## src/rtl/psrl_regs.vh

```
/*
  psrl_regs.vh: constants for the pll serial ratio load block:
  frame lengths, field positions, apb offsets, reset values.
  assumes: included by its bare name from the design file.
*/
`ifndef PSRL_REGS_VH
`define PSRL_REGS_VH

// frame lengths in serial bits, selector included
`define PSRL_MAIN_FRAME_LEN 19
`define PSRL_REF_FRAME_LEN 15

// field widths
`define PSRL_SWALLOW_W 6
`define PSRL_MAIN_COUNT_W 12
`define PSRL_REF_W 14

// selector values
`define PSRL_SEL_MAIN 1'b0
`define PSRL_SEL_REF 1'b1

// least legal ratios
`define PSRL_MAIN_COUNT_MIN 12'h0005
`define PSRL_REF_MIN 14'h0005

// apb byte offsets
`define PSRL_MAIN_RATIO_OFS 12'h000
`define PSRL_REF_RATIO_OFS 12'h004
`define PSRL_STATUS_OFS 12'h008
`define PSRL_CTRL_OFS 12'h00C

// status bit positions
`define PSRL_ST_MAIN_LOADED 0
`define PSRL_ST_REF_LOADED 1
`define PSRL_ST_MAIN_BAD 2
`define PSRL_ST_REF_BAD 3
`define PSRL_ST_BITS_LO 8

// ctrl bit positions
`define PSRL_CTRL_ENABLE 0

// reset values
`define PSRL_CTRL_RESET 32'h0000_0001
`define PSRL_RATIO_RESET 32'h0000_0000

`endif

```

## src/rtl/psrl_ratio_load.v

```verilog
/*
  psrl_ratio_load.v: three-wire serial loader for the main and reference
  divider ratios of a pll synthesizer, with an apb view of the latches.
  assumes: serial pins come from another domain and are slow next to
  pclk (each level held well over two pclk periods); apb master on pclk.
*/
// Implementation choices: the APB slave port and the register offsets.
`timescale 1ns/100ps
`include "psrl_regs.vh"

module psrl_ratio_load (
  // clock and reset
  input wire pclk,
  input wire presetn,
  input wire clk_en,
  // apb slave
  input wire psel,
  input wire penable,
  input wire pwrite,
  input wire [11:0] paddr,
  input wire [31:0] pwdata,
  output wire pready,
  output reg [31:0] prdata,
  output wire pslverr,
  // serial pins
  input wire serial_data,
  input wire serial_clock,
  input wire load_strobe,
  // latched ratios
  output reg [`PSRL_SWALLOW_W-1:0] swallow_count_bits,
  output reg [`PSRL_MAIN_COUNT_W-1:0] main_count_bits,
  output reg [`PSRL_REF_W-1:0] reference_ratio_bits,
  output reg main_load_pulse,
  output reg ref_load_pulse
);

////////////////////////////////////////////////////////////////////////
// pin synchronisers; first stage read only by second stage

wire data_s;
wire sclk_s;
wire strobe_s;

psrl_sync2 #(
  .WIDTH(1)
) psrl_sync2_data_i (
  .pclk(pclk),
  .presetn(presetn),
  .clk_en(clk_en),
  .async_in(serial_data),
  .sync_out(data_s)
);

psrl_sync2 #(
  .WIDTH(1)
) psrl_sync2_sclk_i (
  .pclk(pclk),
  .presetn(presetn),
  .clk_en(clk_en),
  .async_in(serial_clock),
  .sync_out(sclk_s)
);

psrl_sync2 #(
  .WIDTH(1)
) psrl_sync2_strobe_i (
  .pclk(pclk),
  .presetn(presetn),
  .clk_en(clk_en),
  .async_in(load_strobe),
  .sync_out(strobe_s)
);

////////////////////////////////////////////////////////////////////////
// edge detectors; previous levels reset low, the idle level of both
// pins, so no false edge follows reset

reg sclk_d_r;
reg strobe_d_r;

always @(posedge pclk or negedge presetn)
begin
  if (!presetn)
  begin
    sclk_d_r <= 1'b0;
    strobe_d_r <= 1'b0;
  end
  else if (clk_en)
  begin
    sclk_d_r <= sclk_s;
    strobe_d_r <= strobe_s;
  end
end

wire sclk_rise = sclk_s & ~sclk_d_r;
wire strobe_rise = strobe_s & ~strobe_d_r;

////////////////////////////////////////////////////////////////////////
// control register

reg ctrl_enable_r;
wire wr_acc = psel & penable & pwrite;

always @(posedge pclk or negedge presetn)
begin
  if (!presetn)
    ctrl_enable_r <= 1'b1;
  else if (clk_en && wr_acc && paddr == `PSRL_CTRL_OFS)
    ctrl_enable_r <= pwdata[`PSRL_CTRL_ENABLE];
end

////////////////////////////////////////////////////////////////////////
// shift register: 18 ratio bits plus selector at the newest end.
// the newest bit is the selector, the bits before it the ratio, so older
// overflow simply falls off the far end.

reg [`PSRL_MAIN_FRAME_LEN-1:0] shift_r;
reg [`PSRL_MAIN_FRAME_LEN-1:0] shift_nxt;
reg [5:0] bit_cnt_r;
reg [5:0] bit_cnt_nxt;
wire shift_go = clk_en & ctrl_enable_r;

always @*
begin
  shift_nxt = shift_r;
  if (sclk_rise)
    shift_nxt = {shift_r[`PSRL_MAIN_FRAME_LEN-2:0], data_s};
end

// counter saturates so a runaway clock cannot wrap to a small count;
// a serial clock edge in the strobe cycle wins over the clear
always @*
begin
  bit_cnt_nxt = bit_cnt_r;
  if (sclk_rise)
  begin
    if (bit_cnt_r != 6'h3F)
      bit_cnt_nxt = bit_cnt_r + 6'h01;
  end
  else if (strobe_rise)
    bit_cnt_nxt = 6'h00;
end

always @(posedge pclk or negedge presetn)
begin
  if (!presetn)
  begin
    shift_r <= 19'h0_0000;
    bit_cnt_r <= 6'h00;
  end
  else if (shift_go)
  begin
    shift_r <= shift_nxt;
    bit_cnt_r <= bit_cnt_nxt;
  end
end

// selector is the final bit shifted before the strobe
wire sel_bit = shift_r[0];
// ratio bits: msb first on the wire, so the lowest ratio bit is shift_r[1]
wire [`PSRL_MAIN_FRAME_LEN-2:0] main_word = shift_r[`PSRL_MAIN_FRAME_LEN-1:1];
wire [`PSRL_REF_W-1:0] ref_word = shift_r[`PSRL_REF_W:1];

////////////////////////////////////////////////////////////////////////
// latches: strobe anded with selector enables only one divider

wire main_en = strobe_rise & (sel_bit == `PSRL_SEL_MAIN);
wire ref_en = strobe_rise & (sel_bit == `PSRL_SEL_REF);

reg main_loaded_r;
reg ref_loaded_r;

// each divider latch sits in its own process, so one load cannot touch
// the other divider's ratio
always @(posedge pclk or negedge presetn)
begin
  if (!presetn)
  begin
    swallow_count_bits <= 6'h00;
    main_count_bits <= 12'h000;
    main_load_pulse <= 1'b0;
    main_loaded_r <= 1'b0;
  end
  else if (clk_en)
  begin
    main_load_pulse <= 1'b0;
    if (ctrl_enable_r && main_en)
    begin
      swallow_count_bits <= main_word[`PSRL_SWALLOW_W-1:0];
      main_count_bits <= main_word[`PSRL_MAIN_FRAME_LEN-2:`PSRL_SWALLOW_W];
      main_load_pulse <= 1'b1;
      main_loaded_r <= 1'b1;
    end
  end
end

always @(posedge pclk or negedge presetn)
begin
  if (!presetn)
  begin
    reference_ratio_bits <= 14'h0000;
    ref_load_pulse <= 1'b0;
    ref_loaded_r <= 1'b0;
  end
  else if (clk_en)
  begin
    ref_load_pulse <= 1'b0;
    if (ctrl_enable_r && ref_en)
    begin
      reference_ratio_bits <= ref_word;
      ref_load_pulse <= 1'b1;
      ref_loaded_r <= 1'b1;
    end
  end
end

// range checks are flagged only; illegal values are still latched
wire main_bad = main_count_bits < `PSRL_MAIN_COUNT_MIN;
wire ref_bad = reference_ratio_bits < `PSRL_REF_MIN;

////////////////////////////////////////////////////////////////////////
// apb read; zero wait states, unmapped reads zero with error

reg [31:0] status_word;
reg [31:0] rd_nxt;
reg hit;

always @*
begin
  status_word = 32'h0000_0000;
  status_word[`PSRL_ST_MAIN_LOADED] = main_loaded_r;
  status_word[`PSRL_ST_REF_LOADED] = ref_loaded_r;
  status_word[`PSRL_ST_MAIN_BAD] = main_bad;
  status_word[`PSRL_ST_REF_BAD] = ref_bad;
  status_word[`PSRL_ST_BITS_LO+5:`PSRL_ST_BITS_LO] = bit_cnt_r;
end

always @*
begin
  rd_nxt = 32'h0000_0000;
  hit = 1'b1;
  case (paddr)
    `PSRL_MAIN_RATIO_OFS: rd_nxt = {14'h0000, main_count_bits, swallow_count_bits};
    `PSRL_REF_RATIO_OFS: rd_nxt = {18'h0_0000, reference_ratio_bits};
    `PSRL_STATUS_OFS: rd_nxt = status_word;
    `PSRL_CTRL_OFS: rd_nxt = {31'h0000_0000, ctrl_enable_r};
    default: hit = 1'b0;
  endcase
end

assign pready = 1'b1;
assign pslverr = psel & penable & ~hit;

always @(posedge pclk or negedge presetn)
begin
  if (!presetn)
    prdata <= 32'h0000_0000;
  else if (clk_en && psel && !penable && !pwrite)
    prdata <= rd_nxt;
end

endmodule // psrl_ratio_load

////////////////////////////////////////////////////////////////////////
// two flip-flop synchroniser for slow pin levels; the first stage may go
// metastable and is read by nothing but the second

module psrl_sync2 #(
  parameter WIDTH = 1
) (
  // clock and reset
  input wire pclk,
  input wire presetn,
  input wire clk_en,
  // pin side
  input wire [WIDTH-1:0] async_in,
  // clock side
  output wire [WIDTH-1:0] sync_out
);

reg [WIDTH-1:0] stage1_r;
reg [WIDTH-1:0] stage2_r;

always @(posedge pclk or negedge presetn)
begin
  if (!presetn)
  begin
    stage1_r <= {WIDTH{1'b0}};
    stage2_r <= {WIDTH{1'b0}};
  end
  else if (clk_en)
  begin
    stage1_r <= async_in;
    stage2_r <= stage1_r;
  end
end

assign sync_out = stage2_r;

endmodule // psrl_sync2

```

## config.mk

```make
export PLATFORM = sky130hd
export DESIGN_NAME = psrl_ratio_load
export DESIGN_NICKNAME = d
export VERILOG_FILES = /design/src/rtl/psrl_ratio_load.v
export VERILOG_INCLUDE_DIRS = /design/src /design/src/rtl
export SDC_FILE = /design/constraint.sdc
export NUM_CORES = 1
export LEC_CHECK = 0
export BUFFER_PORTS_ARGS = -buffer_cell sky130_fd_sc_hd__buf_2
export CAP_MARGIN = 20
export CORE_MARGIN = 2
export CORE_UTILIZATION = 51
export CTS_CLUSTER_SIZE = 12
export DETAILED_ROUTE_END_ITERATION = 12
export PLACE_DENSITY_LB_ADDON = 0.08
export SYNTH_ARGS = -nofsm -noshare
export SYNTH_HDL_FRONTEND = slang
export SYNTH_SLANG_ARGS = --single-unit
```

## constraint.sdc

```tcl
create_clock -name pclk -period 1.9 [get_ports pclk]
set_input_delay 0.285 -clock pclk [delete_from_list [all_inputs] [get_ports pclk]]
set_output_delay 0.285 -clock pclk [all_outputs]
set_load 0.01 [all_outputs]
```

==> results.cfg, run 1 <==
[logic_synthesis]
ys_seq_elements = 88
ys_seq_area_frac = 0.568
synth_top_family_by_area = multiplexers
synth_mux_area_frac = 0.214
synth-compound-area-share = 0.0675
yosysMostFrequentCell = dfrtp_1
synth_fa_ha_area_frac = 0.00323
synth_edf_count = 0
async_flop_share = 1.00
synth-simple-area-share = 0.0965
avgSynthCellArea_um2 = 12.4
synth_area_leaders = dfrtp_1 56%, mux2_2 17%, mux2i_1 3.4%
synth_flop_cell = dfrtp_1
synthTopCellsByCount = 87 x dfrtp_1, 59 x mux2_2, 28 x nand2_1, 16 x buf_4, 13 x mux2i_1
ys_warn_count = 0
synth_xor_area_frac = 0
synth_cell_type_count = 41
synth_top_cell_by_area = dfrtp_1
synthesis.area_um2 = 3880
netlist_instances = 312
yosysTopAreaCellShare = 0.562

[clocking]
cts_tree = built
postCtsSetupRepairBufs = 0
clk_latency_ns = 0.36
cts.sinks = 88
clk_pin_slew_worst_paths_ns = 0.08
clockRootBuffer = clkbuf_8
h-tree-depth = 3
cts_made_buffers = 9
ctsLongestPathBuffers = 2

[pwr]
ir_drop_mv = 0.454
p_int_mw = 2.95
power_frac_comb = 0.046
leakagePower_nw = 2.44
swShare = 0.208
sequentialPowerShare = 0.514
switching_power_mw = 0.773
p_clk_frac = 0.440
powerDensity_nw_per_um2 = 794

[grt]
grt_pass1_wl_mm = 13.8
grt.overflow.total = 0
grt_start_max_net_pins = 33
grt_usage = 0.213
grt_pass1_vias = 2696
antenna_found_initial = 0

[worst_setup_path]
critPathArrivalTime_ns = 1.97
timing.critical_path.buf_inv = 1
crit_chain = ha_1, nand3_1, o32ai_2, buf_4, o21a_1, a2bb2oi_1
cp_slowest_cell = dfrtp_1
path_class = reg2reg
cp.required_ns = 2.17
start_kind = register
end_kind = register
slowest_delay_ns = 0.40
cp_max_fo = 9
crit_family = compound AO/OA/AOI/OAI gates

[timing]
finalSetupViolCount = 0
relSlewSlack = 0.663
whs_ns = 0.162
finalMaxSlewViolations = 0
max_slew.worst_pin.slew_ns = 0.501
period_share = 0.892
fin_crit_ns = 1.70
rsz0062_at_grt = false
setup_tns_ns = 0
final_hold_viol_count = 0
clock_skew_ns = 0.0148
clock.fmax_mhz = 590

[drt]
drt_iter0_drc = 134
dr.pass1.iters = 4
avgViaCountPerCell = 5.31
wl_mm = 8.28
wl_per_cell_um = 16.4
drtAntennaViolNets = 0
drc = 0
dr_total_vias = 2676

[layout]
synthToLayoutAreaGrowth_pct = 20.9
design_area_um2 = 4690
num_antenna_cells = 0
drive_gt1_frac = 0.430
final_cells = 504
nNetsFinal = 454
postLayoutCoreUtil = 0.643

[job]
maxCapViolations = 0

[placement]
place_area_um2 = 4400
portBuffers = 74
placed_cells = 487
dp_hpwl_mm = 6.12
gp_congestion = 0.768

[floorplanning]
core_area_um2 = 7290
die_height_um = 91.2
rows = 31
initial_core_util = 0.532
io_pins = 121
dieArea_um2 = 8310
die_w_um = 91.2

[hold_path]
hold_path.class = in2reg

[run_status]
status = complete, no violations
[worst reg2reg max path, stage by stage, from the launching register on]
cell,delay [ns]
dfrtp_1,0.40
ha_1,0.19
nand3_1,0.16
o32ai_2,0.37
buf_4,0.22
o21a_1,0.12
a2bb2oi_1,0.16
[per-layer routing]
layer | routed length, um | global-route usage | part of all wire
met3 | 342 | 0.0465 | 0.041
met2 | 3870 | 0.334 | 0.47
met1 | 3980 | 0.301 | 0.48
met5 | 0 | 0 | 0
met4 | 80 | 0.0644 | 0.0097
[final cells by class]
cell class                      instances  area, um^2
Clock inverter                          4        98.8
Fill cell                             602        2610
Inverter                                3        11.3
Multi-Input combinational cell        205        1540
Sequential cell                        88        2200
Clock buffer                           12         165
Timing Repair Buffer                   93         543
Tap cell                               99         124
[through the flow]
stage,total power [mW],setup slack [ns]
final,3.72,0.205
after global placement,2.12,0.183
after floorplan,2.05,0.213
after CTS,3.74,0.0910
after detailed placement,2.12,0.120
after global routing,3.86,0.0596
[worst paths after layout]
kind                                                 from                         to  slack (ns)  cells past startpoint
worst max-delay path             bit_cnt_r[1]$_DFFE_PN0P_   bit_cnt_r[4]$_DFFE_PN0P_        0.20                      6
worst min-delay path                            pwdata[0]  ctrl_enable_r$_DFFE_PN1P_        0.16                      2
worst max register to register   bit_cnt_r[1]$_DFFE_PN0P_   bit_cnt_r[4]$_DFFE_PN0P_        0.20                      6
worst min register to register  main_loaded_r$_DFFE_PN0P_  main_loaded_r$_DFFE_PN0P_        0.47                      1
max in group asynchronous                         presetn     prdata[12]$_DFFE_PN0P_        0.94                      3
min in group asynchronous                         presetn     prdata[13]$_DFFE_PN0P_        0.37                      2
[power groups by stage]
stage	Combinational (mW)	Sequential [mW]	Clock, mW
2_1_floorplan	0.105	1.95	0
3_3_place_gp	0.170	1.95	0
3_5_place_dp	0.173	1.95	0
4_1_cts	0.174	1.91	1.66
5_1_grt	0.193	1.92	1.75
6_report	0.172	1.91	1.64
[sequential cells by signal (all words and copies together) (netlist names), 6 cells and up]
register / flops
shift_r: 19
reference_ratio_bits: 14
main_count_bits: 12
bit_cnt_r: 6
prdata: 18
swallow_count_bits: 6
[cell families (layout without fill, tap and decap cells)]
kind of cell / after synthesis / after routing
other: 2 / 15
adders and majority gates: 1 / 1
AOI/OAI and AO/OA: 43 / 43
DFF: 88 / 88
buffers and inverters: 32 / 112
and+or+nand+nor: 72 / 72
muxes: 74 / 74
[cells in the final DEF, fill, tap and decap left out, types with 4 or more instances in the layout]
master | synthesis | final
o21ai_0 | 9 | 9
nand2_1 | 28 | 28
dfrtp_1 | 87 | 87
a21oi_1 | 10 | 10
o31ai_1 | 9 | 9
nand3_1 | 4 | 4
clkbuf_8 | 0 | 12
buf_4 | 16 | 17
o21ai_1 | 6 | 6
or3_1 | 4 | 4
nor3_1 | 4 | 4
nor2_1 | 12 | 12
mux2_2 | 59 | 59
buf_2 | 7 | 73
mux2i_1 | 13 | 13
conb_1 | 2 | 15
[repair_timing]
action | CTS | global route
hold buffers | 1 | 0
gates resized for setup | 0 | 1
endpoints found under the hold margin | 22 | 0
endpoints found under the setup margin | 0 | 1
Power figures use the tool's default switching activity.
==> run 2: changes to the inputs <==
Settings changed: ABC_AREA from default to 1, CORE_UTILIZATION 51 to 52, PLACE_DENSITY from default to 0.88, PLACE_DENSITY_LB_ADDON 0.08 to default.
==> run 2 against run 1 <==
- combinational power is essentially flat
- fmax grew 2.8%
- worst hold slack got worse by 0.040 ns
- final cell count rose by 32%
- critical path depth unchanged
- clock power decreased by 21%
==> results.cfg, run 2 <==
[run_status]
status = complete, no violations

[logic_synthesis]
ys_warn_count = 0
synth_flop_cell = dfrtp_1
synth_top_cell_by_area = dfrtp_1
netlist_instances = 483
synthesis.area_um2 = 4170
synthTopCellsByCount = 152 x nand2_1, 87 x dfrtp_1, 56 x o21ai_0, 42 x inv_1, 41 x nand3_1
ys_seq_elements = 88
yosysTopAreaCellShare = 0.522
synth_area_leaders = dfrtp_1 52%, nand2_1 14%, o21ai_0 6.7%
yosysMostFrequentCell = nand2_1
avgSynthCellArea_um2 = 8.64
ys_seq_area_frac = 0.528
async_flop_share = 1.00
synth_edf_count = 0
synth_cell_type_count = 33

[clocking]
h-tree-depth = 3
cts.sinks = 88
clockRootBuffer = clkbuf_8
cts_made_buffers = 9
clk_pin_slew_worst_paths_ns = 0.09
ctsLongestPathBuffers = 2
clk_latency_ns = 0.36
cts_tree = built

[worst_setup_path]
r2r-start = ctrl_enable_r$_DFFE_PN1P_
path_class = reg2reg
reg2reg_depth = 6
cp_max_fo = 37
reg2reg_slack_ns = 0.25
critPathArrivalTime_ns = 1.88
end_kind = register
cp.required_ns = 2.13
crit_path_start = ctrl_enable_r$_DFFE_PN1P_
start_kind = register
r2r_end = swallow_count_bits[3]$_DFFE_PN0P_

[drt]
wl_per_cell_um = 14.4
drt_iter0_drc = 349
drtAntennaViolNets = 0
drc = 0
avgViaCountPerCell = 5.36
dr_total_vias = 3572
dr.pass1.iters = 7
wl_mm = 9.56

[hold_path]
hold_path.class = in2reg
holdPathEnd = psrl_sync2_strobe_i.stage1_r$_DFFE_PN0P_
whs_path_depth = 3
worst_hold_startpoint = load_strobe

[placement]
dp_hpwl_mm = 6.92
portBuffers = 74
gp_congestion = 0.937
placed_cells = 649

[grt]
grt_start_max_net_pins = 38
grt_usage = 0.232
grt_pass1_vias = 3422
antenna_found_initial = 0
grt.overflow.total = 0
grt_pass1_wl_mm = 16.0

[layout]
most-common-layout-cells = 152 x nand2_1, 87 x dfrtp_1, 73 x buf_2
final_common_cell = nand2_1
largest_reg_flops = 19
drive_gt1_frac = 0.230
top_regs = shift_r: 19 flops, prdata: 18 flops, reference_ratio_bits: 14 flops
synthToLayoutAreaGrowth_pct = 14.7
nNetsFinal = 613
num_antenna_cells = 0
final_cells = 666
regMostFlops = shift_r

[timing]
finalSetupViolCount = 0
finalMaxSlewViolations = 0
clock_skew_ns = 0.00609
setup_tns_ns = 0
clock.fmax_mhz = 607
period_share = 0.868
rsz0062_at_grt = false
final_hold_viol_count = 0
fin_crit_ns = 1.65

[floorplanning]
dieArea_um2 = 8760
initial_core_util = 0.537
io_pins = 121
rows = 32
core_area_um2 = 7770
die_height_um = 93.6
die_w_um = 93.6

[job]
maxCapViolations = 0

[pwr]
powerDensity_nw_per_um2 = 704
leakagePower_nw = 2.62
ir_drop_mv = 0.320
==> run 2: how the worst max path moves through the flow <==
stage | end | depth (start not counted)
6_report | swallow_count_bits[3]$_DFFE_PN0P_ | 6
5_1_grt | swallow_count_bits[3]$_DFFE_PN0P_ | 6
4_1_cts | bit_cnt_r[0]$_DFFE_PN0P_ | 4
3_5_place_dp | bit_cnt_r[0]$_DFFE_PN0P_ | 4
3_3_place_gp | bit_cnt_r[5]$_DFFE_PN0P_ | 4
2_1_floorplan | swallow_count_bits[0]$_DFFE_PN0P_ | 7
==> run 2: logic make-up (layout without fill, tap and decap cells) <==
logic type | Yosys count | after routing | share of synthesized area
and+or+nand+nor | 237 | 237 | 0.270
DFF | 88 | 88 | 0.528
xor gates and xnor gates | 1 | 1 | 0.00210
adders and majority gates | 1 | 1 | 0.00300
buffers and inverters | 79 | 147 | 0.101
other | 2 | 15 | 0.00180
AOI/OAI and AO/OA | 75 | 75 | 0.0944
==> run 2: layer usage <==
metal  global-route usage  vias to the layer above  part of all wire
met5                    0                        -                 0
met4                0.111                        0             0.035
met3               0.0403                       33             0.073
met2                0.388                      196              0.50
met1                0.293                     1684              0.39
li1                     -                     1659                 -
==> run 2: final cells by class <==
cell class	instances	area, um^2
fillers	621	2980
flip-flops and latches	88	2200
multi-input cells	329	1610
repair buffers	88	493
inverters	43	161
clock buffers	10	128
well taps	102	128
clock inverters	6	67.6
==> run 2: per-stage QoR <==
stage	utilization	total power [mW]	hold slack, ns	area [um^2]	worst slack (ns)
finish	0.616	3.37	0.122	4790	0.251
global route	0.616	3.49	0.119	4790	0.121
CTS	0.615	3.37	0.122	4780	0.116
detailed placement	0.589	2.11	0.271	4570	0.143
global placement	0.589	2.11	0.261	4570	0.315
floorplan	-	2.04	-0.0106	4220	0.535
==> run 2: worst max-delay path, cell delays in order (launching register included) <==
cell and delay, ns:
dfstp_2 0.55, nand2_1 0.13, nor3_2 0.23, nand2_1 0.11, buf_4 0.26, nand2_1 0.12
o21ai_0 0.09
==> run 2: what timing repair did <==
| action | 4_1_cts | 5_1_grt |
|---|---|---|
| resized for setup | 0 | 1 |
| endpoints found under the setup margin | 0 | 6 |
| endpoints found under the hold margin | 33 | 0 |
| hold buffers | 1 | 0 |
| buffers inserted | 0 | 0 |
==> run 2: where the power goes <==
group          total (mW)  switching (mW)  internal [mW]
logic               0.171           0.123         0.0481
clock network        1.29           0.679          0.615
registers            1.90          0.0121           1.89
total                3.37           0.814           2.55
==> run 3: changes to the inputs <==
Settings changed: CORE_UTILIZATION 52 to 47, PLACE_DENSITY 0.88 to 0.84.
Clock period 1.9 ns to 1.5 ns, I/O delays scaled along.
==> run 3 against run 2 <==
- fmax is 16% higher
- sequential cell count stayed put
- global-route usage down 2.4 points
- core utilization is 4.5 points lower
- combinational power increased by 36%
- wire length rose by 2.4%
- worst setup slack lost 0.17 ns
- largest cell class unchanged
- largest power group unchanged
- critical path depth fell by 1
==> results.cfg, run 3 (synthesis gave the netlist of run 2 again) <==
[floorplanning]
io_pins = 121
dieArea_um2 = 9650
initial_core_util = 0.481
die_height_um = 98.2
core_area_um2 = 8680
rows = 34
die_w_um = 98.2

[layout]
num_antenna_cells = 0
top_regs = shift_r: 19 flops, prdata: 18 flops, reference_ratio_bits: 14 flops
multi_input_area_um2 = 1630
final_common_cell = nand2_1
nNetsFinal = 623
final_cells = 682
regMostFlops = shift_r
fillers = 721
regArea_um2 = 2200
drive_gt1_frac = 0.247
most-common-layout-cells = 150 x nand2_1, 87 x dfrtp_1, 73 x buf_2
largest_reg_flops = 19
synthToLayoutAreaGrowth_pct = 18.8

[job]
maxCapViolations = 0

[worst_setup_path]
path_class = reg2reg
r2r-start = ctrl_enable_r$_DFFE_PN1P_
crit_path_start = ctrl_enable_r$_DFFE_PN1P_
cp.required_ns = 1.75
crit_chain = nand2_2, nor3_4, o22ai_4, nand2_1, o21ai_0
end_kind = register
start_kind = register
cp_slowest_cell = dfstp_2
slowest_delay_ns = 0.57
critPathArrivalTime_ns = 1.67
cp_max_fo = 12

[pwr]
powerDensity_nw_per_um2 = 875
swShare = 0.240
power_frac_comb = 0.054
leakagePower_nw = 2.70
ir_drop_mv = 0.433
switching_power_mw = 1.04
sequentialPowerShare = 0.556
power_mw = 4.34
p_int_mw = 3.29
p_clk_frac = 0.390

[hold_path]
worst_hold_startpoint = load_strobe
hold_path.class = in2reg

[grt]
antenna_found_initial = 0
grt.overflow.total = 0
grt_pass1_vias = 3376
grt_usage = 0.208
grt_start_max_net_pins = 39
grt_pass1_wl_mm = 16.1

[drt]
drt_iter0_drc = 297
avgViaCountPerCell = 5.24
wl_met2_mm = 4.80
wl_per_cell_um = 14.4
drc = 0
top_layer_used = met4
dr.pass1.iters = 5
drt-met1-wl_mm = 4.02
dr_total_vias = 3576
wl_mm = 9.79
met3RoutedLength_um = 732
drtAntennaViolNets = 0

[timing]
rsz0062_at_grt = true
finalSetupViolCount = 0
period_share = 0.948
whs_ns = 0.0447
fin_crit_ns = 1.42
final_hold_viol_count = 0
finalMaxSlewViolations = 0
clock_skew_ns = 0.00944
clock.fmax_mhz = 703

[clocking]
clk_latency_ns = 0.37
ctsLongestPathBuffers = 2
clk_pin_slew_worst_paths_ns = 0.09
cts_tree = built
h-tree-depth = 3
cts_made_buffers = 9
clockRootBuffer = clkbuf_8
cts.sinks = 88

[placement]
dp_hpwl_mm = 7.10
portBuffers = 74
placed_cells = 661
gp_congestion = 0.868

[run_status]
status = complete, no violations
[run 3: final cells by class]
cell class / count / area share
clock buffers: 11 / 0.0285
clock inverters: 5 / 0.0129
inverters: 43 / 0.0326
multi-input cells: 329 / 0.329
flip-flops and latches: 88 / 0.444
well taps: 108 / 0.0273
repair buffers: 98 / 0.125
[run 3: worst max-delay path: cells and delay by family (launching register included)]
family	cells	cell delay (ns)
AO/OA/AOI/OAI	2	0.26
AND/OR/NAND/NOR	3	0.48
flip-flops	1	0.57
[run 3: final timing paths]
| kind | depth (start not counted) | slack, ns | end |
|---|---|---|---|
| max | 5 | 0.08 | bit_cnt_r[4]$_DFFE_PN0P_ |
| min in group asynchronous | 2 | 0.30 | prdata[9]$_DFFE_PN0P_ |
| max in group asynchronous | 3 | 0.68 | shift_r[3]$_DFFE_PN0P_ |
| max reg2reg | 5 | 0.08 | bit_cnt_r[4]$_DFFE_PN0P_ |
| min | 3 | 0.04 | psrl_sync2_strobe_i.stage1_r$_DFFE_PN0P_ |
| min reg2reg | 2 | 0.48 | main_loaded_r$_DFFE_PN0P_ |
[run 3: timing repair]
action,in CTS,in global routing
hold endpoints to repair,22,0
setup endpoints to repair,8,45
gates resized for setup,5,2
pin swaps,1,3
setup buffers,1,3
hold buffers,1,0
[run 3: power by group through the flow]
stage | clock (mW) | sequential (mW) | combinational, mW
4_1_cts | 1.70 | 2.41 | 0.236
3_5_place_dp | 0 | 2.46 | 0.230
3_3_place_gp | 0 | 2.46 | 0.223
6_report | 1.69 | 2.41 | 0.233
5_1_grt | 1.80 | 2.42 | 0.261
2_1_floorplan | 0 | 2.46 | 0.134
[run 3: through the flow]
| step | util | cell area, um^2 | TNS (ns) | worst slack, ns |
|---|---|---|---|---|
| after detailed placement | 0.539 | 4680 | -0.547 | -0.109 |
| final | 0.571 | 4960 | 0 | 0.0773 |
| after global routing | 0.571 | 4960 | -0.0252 | -0.0114 |
| after global placement | 0.539 | 4680 | -0.238 | -0.0436 |
| after CTS | 0.567 | 4920 | -0.00450 | -0.00450 |
| after floorplan | - | 4220 | 0 | 0.135 |
[run 3: layer usage]
| layer | vias to the layer above | track usage |
|---|---|---|
| met5 | - | 0 |
| met4 | 0 | 0.0959 |
| met3 | 26 | 0.0293 |
| met2 | 170 | 0.346 |
| met1 | 1692 | 0.272 |
| li1 | 1688 | - |
